===== src/sct_pkg.sv =====
// constants and types for the slow clock elapsed timer
package sct_pkg;

   // ****************************************
   // bus and register map
   // ****************************************
   localparam int unsigned     SCT_ADDR_W        = 8;
   localparam int unsigned     SCT_DATA_W        = 32;
   localparam logic [7:0]      SCT_OFF_MODE      = 8'h00;
   localparam logic [7:0]      SCT_OFF_ALARM     = 8'h04;
   localparam logic [7:0]      SCT_OFF_COUNT     = 8'h08;
   localparam logic [7:0]      SCT_OFF_STATUS    = 8'h0C;
   localparam logic [1:0]      SCT_RESP_OKAY     = 2'h0;
   localparam logic [1:0]      SCT_RESP_SLVERR   = 2'h2;

   // ****************************************
   // fields and reset values
   // ****************************************
   localparam int unsigned     SCT_PRES_W        = 16;
   localparam int unsigned     SCT_CNT_W         = 32;
   localparam int unsigned     SCT_ALM_IE_BIT    = 16;
   localparam int unsigned     SCT_INC_IE_BIT    = 17;
   localparam int unsigned     SCT_RESTART_BIT   = 18;
   localparam int unsigned     SCT_ALM_FLAG_BIT  = 0;
   localparam int unsigned     SCT_INC_FLAG_BIT  = 1;
   localparam logic [31:0]     SCT_MODE_RESET    = 32'h0000_8000;
   localparam logic [31:0]     SCT_ALARM_RESET   = 32'hFFFF_FFFF;
   localparam logic [31:0]     SCT_COUNT_RESET   = 32'h0000_0000;
   localparam logic [15:0]     SCT_PRES_RELOAD_RESET = SCT_MODE_RESET[15:0] - 16'h0001;

   // ****************************************
   // timing
   // ****************************************
   localparam int unsigned     SCT_CLK_HZ        = 20_000_000;
   localparam int unsigned     SCT_SLOW_HZ       = 32_768;
   localparam int unsigned     SCT_SLOW_DIV      = SCT_CLK_HZ / SCT_SLOW_HZ;
   localparam int unsigned     SCT_DIV_W         = 16;
   localparam logic [1:0]      SCT_LATE_TICKS    = 2'h2;

   typedef struct packed {
      logic                    inc_irq_enable;
      logic                    alarm_irq_enable;
      logic [15:0]             prescale_value;
   } sct_mode_t;

endpackage


===== src/sct_timer.sv =====
// slow clock elapsed timer with axi4-lite register slave
`timescale 1ns/100ps
`default_nettype none

//Contract
//- 32-bit counter advances on each prescaler period
//- period is prescale value, zero means 65536
//- prescale 0x8000 gives 32768 cycles per count
//- counter wraps from maximum to zero
//- counter matching alarm plus one sets sticky alarm flag
//- compare value is stored alarm plus one
//- alarm register resets to all ones
//- each increment sets sticky increment flag
//- status read clears both flags
//- read clear lands two slow cycles late
//- interrupt may linger two slow cycles
//- alarm enable gates alarm flag to interrupt
//- increment enable gates increment flag to interrupt
//- restart bit reloads prescaler, clears counter
//- restart lands two slow cycles late
module sct_timer
   import sct_pkg::*;
#(
   parameter int unsigned SLOW_DIV = SCT_SLOW_DIV
)(
   input  wire logic                  aclk,
   input  wire logic                  aresetn,
   input  wire logic [SCT_ADDR_W-1:0] s_axi_awaddr,
   input  wire logic                  s_axi_awvalid,
   output logic                       s_axi_awready,
   input  wire logic [31:0]           s_axi_wdata,
   input  wire logic [3:0]            s_axi_wstrb,
   input  wire logic                  s_axi_wvalid,
   output logic                       s_axi_wready,
   output logic [1:0]                 s_axi_bresp,
   output logic                       s_axi_bvalid,
   input  wire logic                  s_axi_bready,
   input  wire logic [SCT_ADDR_W-1:0] s_axi_araddr,
   input  wire logic                  s_axi_arvalid,
   output logic                       s_axi_arready,
   output logic [31:0]                s_axi_rdata,
   output logic [1:0]                 s_axi_rresp,
   output logic                       s_axi_rvalid,
   input  wire logic                  s_axi_rready,
   output logic                       irq
);

   // ****************************************
   // state
   // ****************************************
   logic                   aw_have_r,  aw_have_nxt;
   logic [SCT_ADDR_W-1:0]  aw_addr_r,  aw_addr_nxt;
   logic                   w_have_r,   w_have_nxt;
   logic [31:0]            w_data_r,   w_data_nxt;
   logic [3:0]             w_strb_r,   w_strb_nxt;
   logic                   awready_r,  awready_nxt;
   logic                   wready_r,   wready_nxt;
   logic                   bvalid_r,   bvalid_nxt;
   logic [1:0]             bresp_r,    bresp_nxt;
   logic                   arready_r,  arready_nxt;
   logic                   rvalid_r,   rvalid_nxt;
   logic [31:0]            rdata_r,    rdata_nxt;
   logic [1:0]             rresp_r,    rresp_nxt;

   sct_mode_t              mode_r,     mode_nxt;
   logic [31:0]            alarm_r,    alarm_nxt;
   logic [31:0]            count_r,    count_nxt;
   logic [15:0]            pres_r,     pres_nxt;
   logic                   alm_flag_r, alm_flag_nxt;
   logic                   inc_flag_r, inc_flag_nxt;
   logic                   clr_pend_r, clr_pend_nxt;
   logic [1:0]             clr_ticks_r, clr_ticks_nxt;
   logic                   rst_pend_r, rst_pend_nxt;
   logic [1:0]             rst_ticks_r, rst_ticks_nxt;
   logic                   irq_r,      irq_nxt;
   logic [SCT_DIV_W-1:0]   div_r,      div_nxt;
   logic                   tick_r,     tick_nxt;

   logic                   wr_commit;
   logic                   wr_mode;
   logic                   wr_alarm;
   logic                   rd_take;
   logic                   rd_status;
   logic                   rst_apply;
   logic                   clr_apply;
   logic                   inc_event;
   logic                   alarm_match;
   logic [31:0]            alarm_cmp;
   logic [31:0]            mode_word;
   logic [31:0]            mode_wr;

   function automatic logic [31:0] sct_merge(input logic [31:0] old_v,
                                             input logic [31:0] new_v,
                                             input logic [3:0]  strb);
      logic [31:0] res;
      res = old_v;
      for (int i = 0; i < 4; i++) begin
         if (strb[i]) begin
            res[i*8 +: 8] = new_v[i*8 +: 8];
         end
      end
      return res;
   endfunction

   assign mode_word   = {13'h0000, 1'b0, mode_r.inc_irq_enable, mode_r.alarm_irq_enable, mode_r.prescale_value};
   assign mode_wr     = sct_merge(mode_word, w_data_r, w_strb_r);
   assign wr_commit   = aw_have_r && w_have_r && !bvalid_r;
   assign wr_mode     = wr_commit && (aw_addr_r == SCT_OFF_MODE);
   assign wr_alarm    = wr_commit && (aw_addr_r == SCT_OFF_ALARM);
   assign rd_take     = s_axi_arvalid && arready_r;
   assign rd_status   = rd_take && (s_axi_araddr == SCT_OFF_STATUS);
   assign alarm_cmp   = 32'(alarm_r + 32'h0000_0001);
   assign alarm_match = (count_r == alarm_cmp);
   assign rst_apply   = tick_r && rst_pend_r && (rst_ticks_r == SCT_LATE_TICKS - 2'h1);
   assign clr_apply   = tick_r && clr_pend_r && (clr_ticks_r == SCT_LATE_TICKS - 2'h1);
   assign inc_event   = tick_r && !rst_apply && (pres_r == 16'h0000);

   // ****************************************
   // axi4-lite slave
   // ****************************************
   always_comb begin
      aw_have_nxt = aw_have_r;
      aw_addr_nxt = aw_addr_r;
      w_have_nxt  = w_have_r;
      w_data_nxt  = w_data_r;
      w_strb_nxt  = w_strb_r;
      bvalid_nxt  = bvalid_r;
      bresp_nxt   = bresp_r;
      arready_nxt = arready_r;
      rvalid_nxt  = rvalid_r;
      rdata_nxt   = rdata_r;
      rresp_nxt   = rresp_r;
      if (s_axi_awvalid && awready_r) begin
         aw_have_nxt = 1'b1;
         aw_addr_nxt = s_axi_awaddr;
      end
      if (s_axi_wvalid && wready_r) begin
         w_have_nxt = 1'b1;
         w_data_nxt = s_axi_wdata;
         w_strb_nxt = s_axi_wstrb;
      end
      if (bvalid_r && s_axi_bready) begin
         bvalid_nxt = 1'b0;
      end
      if (wr_commit) begin
         aw_have_nxt = 1'b0;
         w_have_nxt  = 1'b0;
         bvalid_nxt  = 1'b1;
         // read-only offsets accept and drop the write; only holes get an error
         bresp_nxt   = (aw_addr_r[7:4] == 4'h0 && aw_addr_r[1:0] == 2'h0) ? SCT_RESP_OKAY : SCT_RESP_SLVERR;
      end
      // new address or data only once the last response is gone
      awready_nxt = !aw_have_nxt && !bvalid_nxt;
      wready_nxt  = !w_have_nxt && !bvalid_nxt;
      if (rvalid_r && s_axi_rready) begin
         rvalid_nxt  = 1'b0;
         arready_nxt = 1'b1;
      end
      if (rd_take) begin
         rvalid_nxt  = 1'b1;
         arready_nxt = 1'b0;
         rresp_nxt   = SCT_RESP_OKAY;
         case (s_axi_araddr)
            SCT_OFF_MODE : begin
               rdata_nxt = mode_word;
            end
            SCT_OFF_ALARM : begin
               rdata_nxt = alarm_r;
            end
            SCT_OFF_COUNT : begin
               // count only changes on a clocked tick, so no bit is ever caught mid-change
               rdata_nxt = count_r;
            end
            SCT_OFF_STATUS : begin
               rdata_nxt = {30'h0000_0000, inc_flag_r, alm_flag_r};
            end
            default : begin
               rdata_nxt = 32'h0000_0000;
               rresp_nxt = SCT_RESP_SLVERR;
            end
         endcase
      end
      // address is taken only while no read data is waiting
      arready_nxt = !rvalid_nxt;
   end

   always_ff @(posedge aclk) begin
      if (!aresetn) begin
         aw_have_r <= 1'b0;
         aw_addr_r <= 8'h00;
         w_have_r  <= 1'b0;
         w_data_r  <= 32'h0000_0000;
         w_strb_r  <= 4'h0;
         awready_r <= 1'b0;
         wready_r  <= 1'b0;
         bvalid_r  <= 1'b0;
         bresp_r   <= SCT_RESP_OKAY;
         arready_r <= 1'b0;
         rvalid_r  <= 1'b0;
         rdata_r   <= 32'h0000_0000;
         rresp_r   <= SCT_RESP_OKAY;
      end else begin
         aw_have_r <= aw_have_nxt;
         aw_addr_r <= aw_addr_nxt;
         w_have_r  <= w_have_nxt;
         w_data_r  <= w_data_nxt;
         w_strb_r  <= w_strb_nxt;
         awready_r <= awready_nxt;
         wready_r  <= wready_nxt;
         bvalid_r  <= bvalid_nxt;
         bresp_r   <= bresp_nxt;
         arready_r <= arready_nxt;
         rvalid_r  <= rvalid_nxt;
         rdata_r   <= rdata_nxt;
         rresp_r   <= rresp_nxt;
      end
   end

   // ****************************************
   // slow clock, prescaler, counter and flags
   // ****************************************
   always_comb begin
      div_nxt       = (div_r == SCT_DIV_W'(SLOW_DIV - 1)) ? '0 : SCT_DIV_W'(div_r + 1'b1);
      tick_nxt      = (div_r == SCT_DIV_W'(SLOW_DIV - 1));
      mode_nxt      = mode_r;
      alarm_nxt     = alarm_r;
      count_nxt     = count_r;
      pres_nxt      = pres_r;
      rst_pend_nxt  = rst_pend_r;
      rst_ticks_nxt = rst_ticks_r;
      clr_pend_nxt  = clr_pend_r;
      clr_ticks_nxt = clr_ticks_r;
      alm_flag_nxt  = alm_flag_r;
      inc_flag_nxt  = inc_flag_r;
      if (wr_mode) begin
         mode_nxt.prescale_value   = mode_wr[15:0];
         mode_nxt.alarm_irq_enable = mode_wr[SCT_ALM_IE_BIT];
         mode_nxt.inc_irq_enable   = mode_wr[SCT_INC_IE_BIT];
      end
      if (wr_alarm) begin
         alarm_nxt = sct_merge(alarm_r, w_data_r, w_strb_r);
      end
      // restart waits two slow ticks, as a real slow-clock crossing would
      if (rst_apply) begin
         rst_pend_nxt = 1'b0;
         count_nxt    = 32'h0000_0000;
         pres_nxt     = 16'(mode_r.prescale_value - 16'h0001);
      end else if (rst_pend_r && tick_r) begin
         rst_ticks_nxt = 2'(rst_ticks_r + 2'h1);
      end
      if (wr_mode && mode_wr[SCT_RESTART_BIT] && !rst_pend_r) begin
         rst_pend_nxt  = 1'b1;
         rst_ticks_nxt = 2'h0;
      end
      if (tick_r && !rst_apply) begin
         if (pres_r == 16'h0000) begin
            // zero reloads to 0xFFFF, giving 65536 slow cycles per count
            pres_nxt  = 16'(mode_r.prescale_value - 16'h0001);
            count_nxt = 32'(count_r + 32'h0000_0001);
         end else begin
            pres_nxt = 16'(pres_r - 16'h0001);
         end
      end
      if (clr_apply) begin
         clr_pend_nxt = 1'b0;
         alm_flag_nxt = 1'b0;
         inc_flag_nxt = 1'b0;
      end else if (clr_pend_r && tick_r) begin
         clr_ticks_nxt = 2'(clr_ticks_r + 2'h1);
      end
      if (rd_status && !clr_pend_r) begin
         clr_pend_nxt  = 1'b1;
         clr_ticks_nxt = 2'h0;
      end
      // sets come last so an event in the clearing cycle is kept
      if (alarm_match) begin
         alm_flag_nxt = 1'b1;
      end
      if (inc_event) begin
         inc_flag_nxt = 1'b1;
      end
      irq_nxt = (alm_flag_nxt && mode_nxt.alarm_irq_enable)
             || (inc_flag_nxt && mode_nxt.inc_irq_enable);
   end

   always_ff @(posedge aclk) begin
      if (!aresetn) begin
         div_r       <= '0;
         tick_r      <= 1'b0;
         mode_r      <= sct_mode_t'(SCT_MODE_RESET[17:0]);
         alarm_r     <= SCT_ALARM_RESET;
         count_r     <= SCT_COUNT_RESET;
         pres_r      <= SCT_PRES_RELOAD_RESET;
         rst_pend_r  <= 1'b0;
         rst_ticks_r <= 2'h0;
         clr_pend_r  <= 1'b0;
         clr_ticks_r <= 2'h0;
         alm_flag_r  <= 1'b0;
         inc_flag_r  <= 1'b0;
         irq_r       <= 1'b0;
      end else begin
         div_r       <= div_nxt;
         tick_r      <= tick_nxt;
         mode_r      <= mode_nxt;
         alarm_r     <= alarm_nxt;
         count_r     <= count_nxt;
         pres_r      <= pres_nxt;
         rst_pend_r  <= rst_pend_nxt;
         rst_ticks_r <= rst_ticks_nxt;
         clr_pend_r  <= clr_pend_nxt;
         clr_ticks_r <= clr_ticks_nxt;
         alm_flag_r  <= alm_flag_nxt;
         inc_flag_r  <= inc_flag_nxt;
         irq_r       <= irq_nxt;
      end
   end

   assign s_axi_awready = awready_r;
   assign s_axi_wready  = wready_r;
   assign s_axi_bvalid  = bvalid_r;
   assign s_axi_bresp   = bresp_r;
   assign s_axi_arready = arready_r;
   assign s_axi_rvalid  = rvalid_r;
   assign s_axi_rdata   = rdata_r;
   assign s_axi_rresp   = rresp_r;
   assign irq           = irq_r;
endmodule

`default_nettype wire


===== config.mk =====
export PLATFORM = sky130hd
export DESIGN_NAME = sct_timer
export DESIGN_NICKNAME = d
export VERILOG_FILES = /design/src/sct_pkg.sv /design/src/sct_timer.sv
export SDC_FILE = /design/constraint.sdc
export NUM_CORES = 1
export LEC_CHECK = 0
export BUFFER_PORTS_ARGS = -buffer_cell sky130_fd_sc_hd__buf_2
export CELL_PAD_IN_SITES_DETAIL_PLACEMENT = 0
export CELL_PAD_IN_SITES_GLOBAL_PLACEMENT = 2
export CORE_UTILIZATION = 35
export DETAILED_ROUTE_END_ITERATION = 8
export GPL_TIMING_DRIVEN = 0
export HOLD_SLACK_MARGIN = 0.03
export PLACE_DENSITY = 0.79
export SLEW_MARGIN = 20
export SYNTH_ARGS = -nofsm -noshare
export SYNTH_HDL_FRONTEND = slang
export SYNTH_SLANG_ARGS = --single-unit

===== constraint.sdc =====
create_clock -name aclk -period 3.16 [get_ports aclk]
set_input_delay 0.632 -clock aclk [delete_from_list [all_inputs] [get_ports aclk]]
set_output_delay 0.632 -clock aclk [all_outputs]
set_load 0.005 [all_outputs]

[After elaboration in Yosys (flattened, before gate mapping)]
Index checks and enable logic that the tools add are counted.
Storage, ports and cells
  flip-flop bits (word level): 211
  input bits: 59
  word-level logic and storage cells: 132
Operators by class
  add/subtract/negate cells: 7
  equality and inequality tests: 8
  mux-type cells: 29
  bitwise logic cells: 3
  reduce and logical (&&, ||, !) cells: 53
Operators with widths (number)
  32-bit one-hot mux with 4 select lines: 1
  32-bit 2-to-1 mux: 3
  32-bit by 1-bit adder with 32-bit output (second input constant): 2
  16-bit 2-to-1 mux: 3
  32-bit == test: 1
  16-bit by 1-bit subtractor with 16-bit output (second input constant): 2
  1-bit logical AND: 24
  18-bit 2-to-1 mux: 1
  16-bit by 1-bit adder with 16-bit output (second input constant): 1
  16-bit by 10-bit == test with 1-bit output (second input constant): 1
  8-bit by 3-bit == test with 1-bit output (second input constant): 2
  8-bit by 4-bit == test with 1-bit output (second input constant): 2
  16-bit logical NOT: 1
  8-bit logical NOT: 2
  1-bit 2-to-1 mux: 16
  8-bit 2-to-1 mux: 2
  2-bit AND reduction: 8
  1-bit logical NOT: 8
  2-bit nonzero test: 3
  2-bit OR reduction: 3
  2-bit by 1-bit adder with 2-bit output (second input constant): 2
  2-bit by 1-bit == test with 1-bit output (second input constant): 2
  4-bit logical NOT: 1
  2-bit 2-to-1 mux: 2
  other kinds (5): 7

[Depth between registers and ports, before layout]
  word-level depth: 8
  depth in mapped cells: 10
  depth with buffers taken out: 9

[Worst setup path before layout]
Ideal clock, no wire load.
  path type: register -> register
  start: reg pres_r[0]
  end: reg count_r[30]
  arrival: 2.628 ns
  data required time: 3.101 ns
  slack: 0.472 ns
  stages on the path, launching flop included: 10
  buffers on the path: 1
  period minus slack after synthesis: 2.688 ns
  cell sequence: dfxtp_1 > inv_1 > ha_1 > nor3b_2 > nand2_1 > or4_4 > or4_1 > clkbuf_2 > or4_1 > nand2_1
On the way
  word-level cells in the longest chain between the ends: 3
Ends and longest elaborated chain
  start: declaration: RTL line sct_timer.sv:68  | logic [15:0] pres_r, pres_nxt;
  start signal: assignment: RTL line sct_timer.sv:307  | pres_r <= pres_nxt;
  16-bit logical NOT: RTL line sct_timer.sv:256  | if (pres_r == 16'h0000) begin
  32-bit 2-to-1 mux: RTL line sct_timer.sv:256
  32-bit 2-to-1 mux: RTL line sct_timer.sv:255  | if (tick_r && !rst_apply) begin
  end signal: assignment: RTL line sct_timer.sv:306  | count_r <= count_nxt;
  end: declaration: RTL line sct_timer.sv:67  | logic [31:0] count_r, count_nxt;
No other way between the ends.
A chain may end at the register's enable or synchronous reset.

[Final worst setup path]
  start: reg tick_r
  end: reg count_r[26]
On the way
  word-level cells in the longest chain between the ends: 5
Ends and longest elaborated chain
  start: declaration: RTL line sct_timer.sv:77  | logic tick_r, tick_nxt;
  start signal: assignment: RTL line sct_timer.sv:303  | tick_r <= tick_nxt;
  1-bit logical AND (2 in series): RTL line sct_timer.sv:114  | assign rst_apply = tick_r && rst_pend_r && (rst_ticks_r == SCT_LATE_TICKS - 2'h1);
  32-bit 2-to-1 mux or 1-bit logical NOT (tied branches): RTL line sct_timer.sv:244, sct_timer.sv:255
  32-bit 2-to-1 mux or 1-bit logical AND (tied branches): RTL line sct_timer.sv:256, sct_timer.sv:255
  32-bit 2-to-1 mux (*): RTL line sct_timer.sv:255
Every way passes the cells marked *; elsewhere a longest branch is shown, timed or not.

==> impl_metrics.ini <==
[synth]
yosys.area.top_type = dfxtp_1
synth_ff_type = dfxtp_1
synth_top_area_share_pct = 40.8
synth_most_common_cell = nand2_1
yosys_warnings = 0
syn_avg_cell_area_um2 = 7.76
ys_seq_elements = 209
synth_enable_flop_cells = 0
synth.top_cells.by_count = nand2_1 (225), dfxtp_1 (209), nor2_1 (123)
synthTopCellsByArea = dfxtp_1 (41%), nand2_1 (8.2%), nand3_1 (5.8%)
synth_area_um2 = 10300
ys_async_sr_fraction_pct = 0
synth_cell_types = 72
synth_seq_area_share_pct = 40.8
synthCells = 1322

[die]
pin_count = 101
fp.dieW_um = 173
num_rows = 62
start_util_pct = 35.6
die_area_um2 = 30000
core_um2 = 28800
die-height_um = 173

[outcome]
outcome = completed

[setup_path]
path_delay_family = simple AND/OR/NAND/NOR gates
crit_fanout = 8
worstSetupPathType = flip-flop to flip-flop
worst_ep_arrival_time_ns = 3.50
regToRegSetupSlack_ns = 0.13
start_kind = flip-flop
cp_num_buf_inv = 1
critPathMaxStageDelay_ns = 0.62
crit_chain = a21boi_4 > nand4_1 > or4_4 > or4_1 > clkbuf_2 > or3_1 > a21oi_1
endpoint_kind = flip-flop
critical_path.slowest_cell = or4_4
critPathRequiredTime_ns = 3.63

[cells_and_area]
multi_input_area_um2 = 5680
fillCellCount = 2994
num_antenna_cells = 0
seq_area_um2 = 4180
drive_gt1_share_pct = 12.1
design_area_um2 = 12100
area_delta_synth_final_pct = 18.2
final_nets = 1514

[sta]
max_clock_freq_mhz = 330
period_share_pct = 95.8
maxSlewViolCount = 0
hold_ws_ns = 0.332
max_slew_margin_pct = 25.1
hold_viol = 0
finalSetupViolCount = 0
skew_ns = 0.0207
period_needed_ns = 3.03
rsz0062_at_grt = no
worstMarginPinSlew_ns = 1.12

[drt]
drt_iter0_markers = 620
viasPerCell = 5.19
drc = 0
wl_per_cell_um = 17.5
wirelength_um = 32400
antenna_left = 0
first_pass_iters = 6
vias = 9598

[clock_network]
cts_tree = done
numCtsBuffers = 25
clk_pin_slew_worst_paths_ns = 0.07
clk_latency_ns = 0.55
cts_sinks = 209
max-clock-path-buffers = 3
htreeDepth = 1
cts_root_buf = clkbuf_16
hold_buffers = 0

[pwr]
vdd_drop_max_mv = 0.397
p_int_w = 0.00441
switching_share_pct = 24.3
powerDensity_nw_per_um2 = 480
p_switching_w = 0.00142
power_frac_clock_pct = 48.7
p_seq_share_pct = 46.5
power_frac_comb_pct = 4.8
p_leak_nw = 4.92

[grt]
grt_pass1_vias = 8931
antenna_found_initial = 0
grt.overflow.total = 0
track_usage_pct = 21.3
grt_max_degree = 14
grt_pass1_wl_um = 50800

[placed_design]
portBuffers = 97
place_hpwl_um = 24300
place_congestion = 0.835
placed_cell_area_um2 = 11200

[run]
maxCapViolCount = 0

[hold_path]
hp-class = input port to flip-flop
==> final timing paths <==
check             cells after the start      endpoint            start
setup reg to reg                      7   count_r[26]           tick_r
hold reg to reg                       2  aw_addr_r[6]     aw_addr_r[6]
hold / removal                        3  w_data_r[27]  s_axi_wdata[27]
setup / recovery                      7   count_r[26]           tick_r
==> area by class of cell <==
cell class / count / share of cell area (%)
Multi-Input combinational cell: 993 / 46.9
Sequential cell: 209 / 34.5
Clock buffer: 33 / 5.74
Timing Repair Buffer: 100 / 4.17
Tap cell: 384 / 3.97
Buffer: 90 / 2.92
Clock inverter: 13 / 0.929
Inverter: 28 / 0.867
==> worst min-delay path: stages <==
cell	delay (ns)
buf_2	0.10
nand2_1	0.04
a21oi_1	0.05
==> placed cells by master, fill, tap and decap left out, drive strengths merged, types with 30 or more instances in the layout <==
| cell | count |
|---|---|
| a21oi | 98 |
| a22oi | 30 |
| buf | 110 |
| clkbuf | 113 |
| dfxtp | 209 |
| nand2 | 225 |
| nand3 | 119 |
| nor2 | 123 |
| nor3 | 30 |
| o21ai | 59 |
| xnor2 | 41 |
| xor2 | 39 |
==> stage by stage <==
step	power [W]	setup WS, ns	cells	setup TNS, ns	utilization [%]
6_report	0.00582	0.131	1850	0	42.1
5_1_grt	0.00601	0.0167	1850	0	42.1
4_1_cts	0.00588	0.0392	1850	0	42.0
3_5_place_dp	0.00304	-0.296	1805	-1.38	39.0
3_3_place_gp	0.00304	-0.253	1804	-3.99	39.0
2_1_floorplan	0.00291	0.472	1323	0	-
==> sequential cells by signal, indices dropped and copies added, names as in the netlist, 2 cells and up <==
register     flops
alarm_r         32
count_r         32
s_axi_rdata     32
w_data_r        32
mode_r          18
div_r           16
pres_r          16
aw_addr_r        8
w_strb_r         4
clr_ticks_r      2
rst_ticks_r      2
==> cells by family (layout without fill, tap and decap cells) <==
kind of cell	count (synthesis)	after routing	share of synthesized area (%)
XOR/XNOR	80	80	6.83
other	1	2	0.0366
flip-flops	209	209	40.8
AO/OA/AOI/OAI	252	252	15.2
buffers and inverters	121	264	4.58
AND/OR/NAND/NOR	628	628	29.3
multiplexers	23	23	2.27
adder cells (fa/ha/maj)	8	8	0.976
==> power groups by stage <==
stage | Combinational [W] | Sequential, W | Clock, W
floorplan | 0.000157 | 0.00275 | 0
global placement | 0.000279 | 0.00276 | 0
detailed placement | 0.000281 | 0.00276 | 0
CTS | 0.000282 | 0.00270 | 0.00290
global route | 0.000310 | 0.00271 | 0.00299
finish | 0.000279 | 0.00270 | 0.00284
==> timing repair <==
| action | 4_1_cts | 5_1_grt |
|---|---|---|
| endpoints found under the hold margin | 0 | 0 |
| setup endpoints to repair | 7 | 10 |
| pin swaps | 0 | 1 |
| setup buffers | 0 | 2 |
| gates resized for setup | 7 | 6 |
==> routing by layer <==
| metal | global-route usage (%) | wire length [um] |
|---|---|---|
| met1 | 32.9 | 17400 |
| met3 | 2.26 | 1270 |
| met5 | 0 | 0 |
| met4 | 4.76 | 603 |
| met2 | 31.4 | 13100 |
No activity file was read; power rests on OpenSTA's default activity.
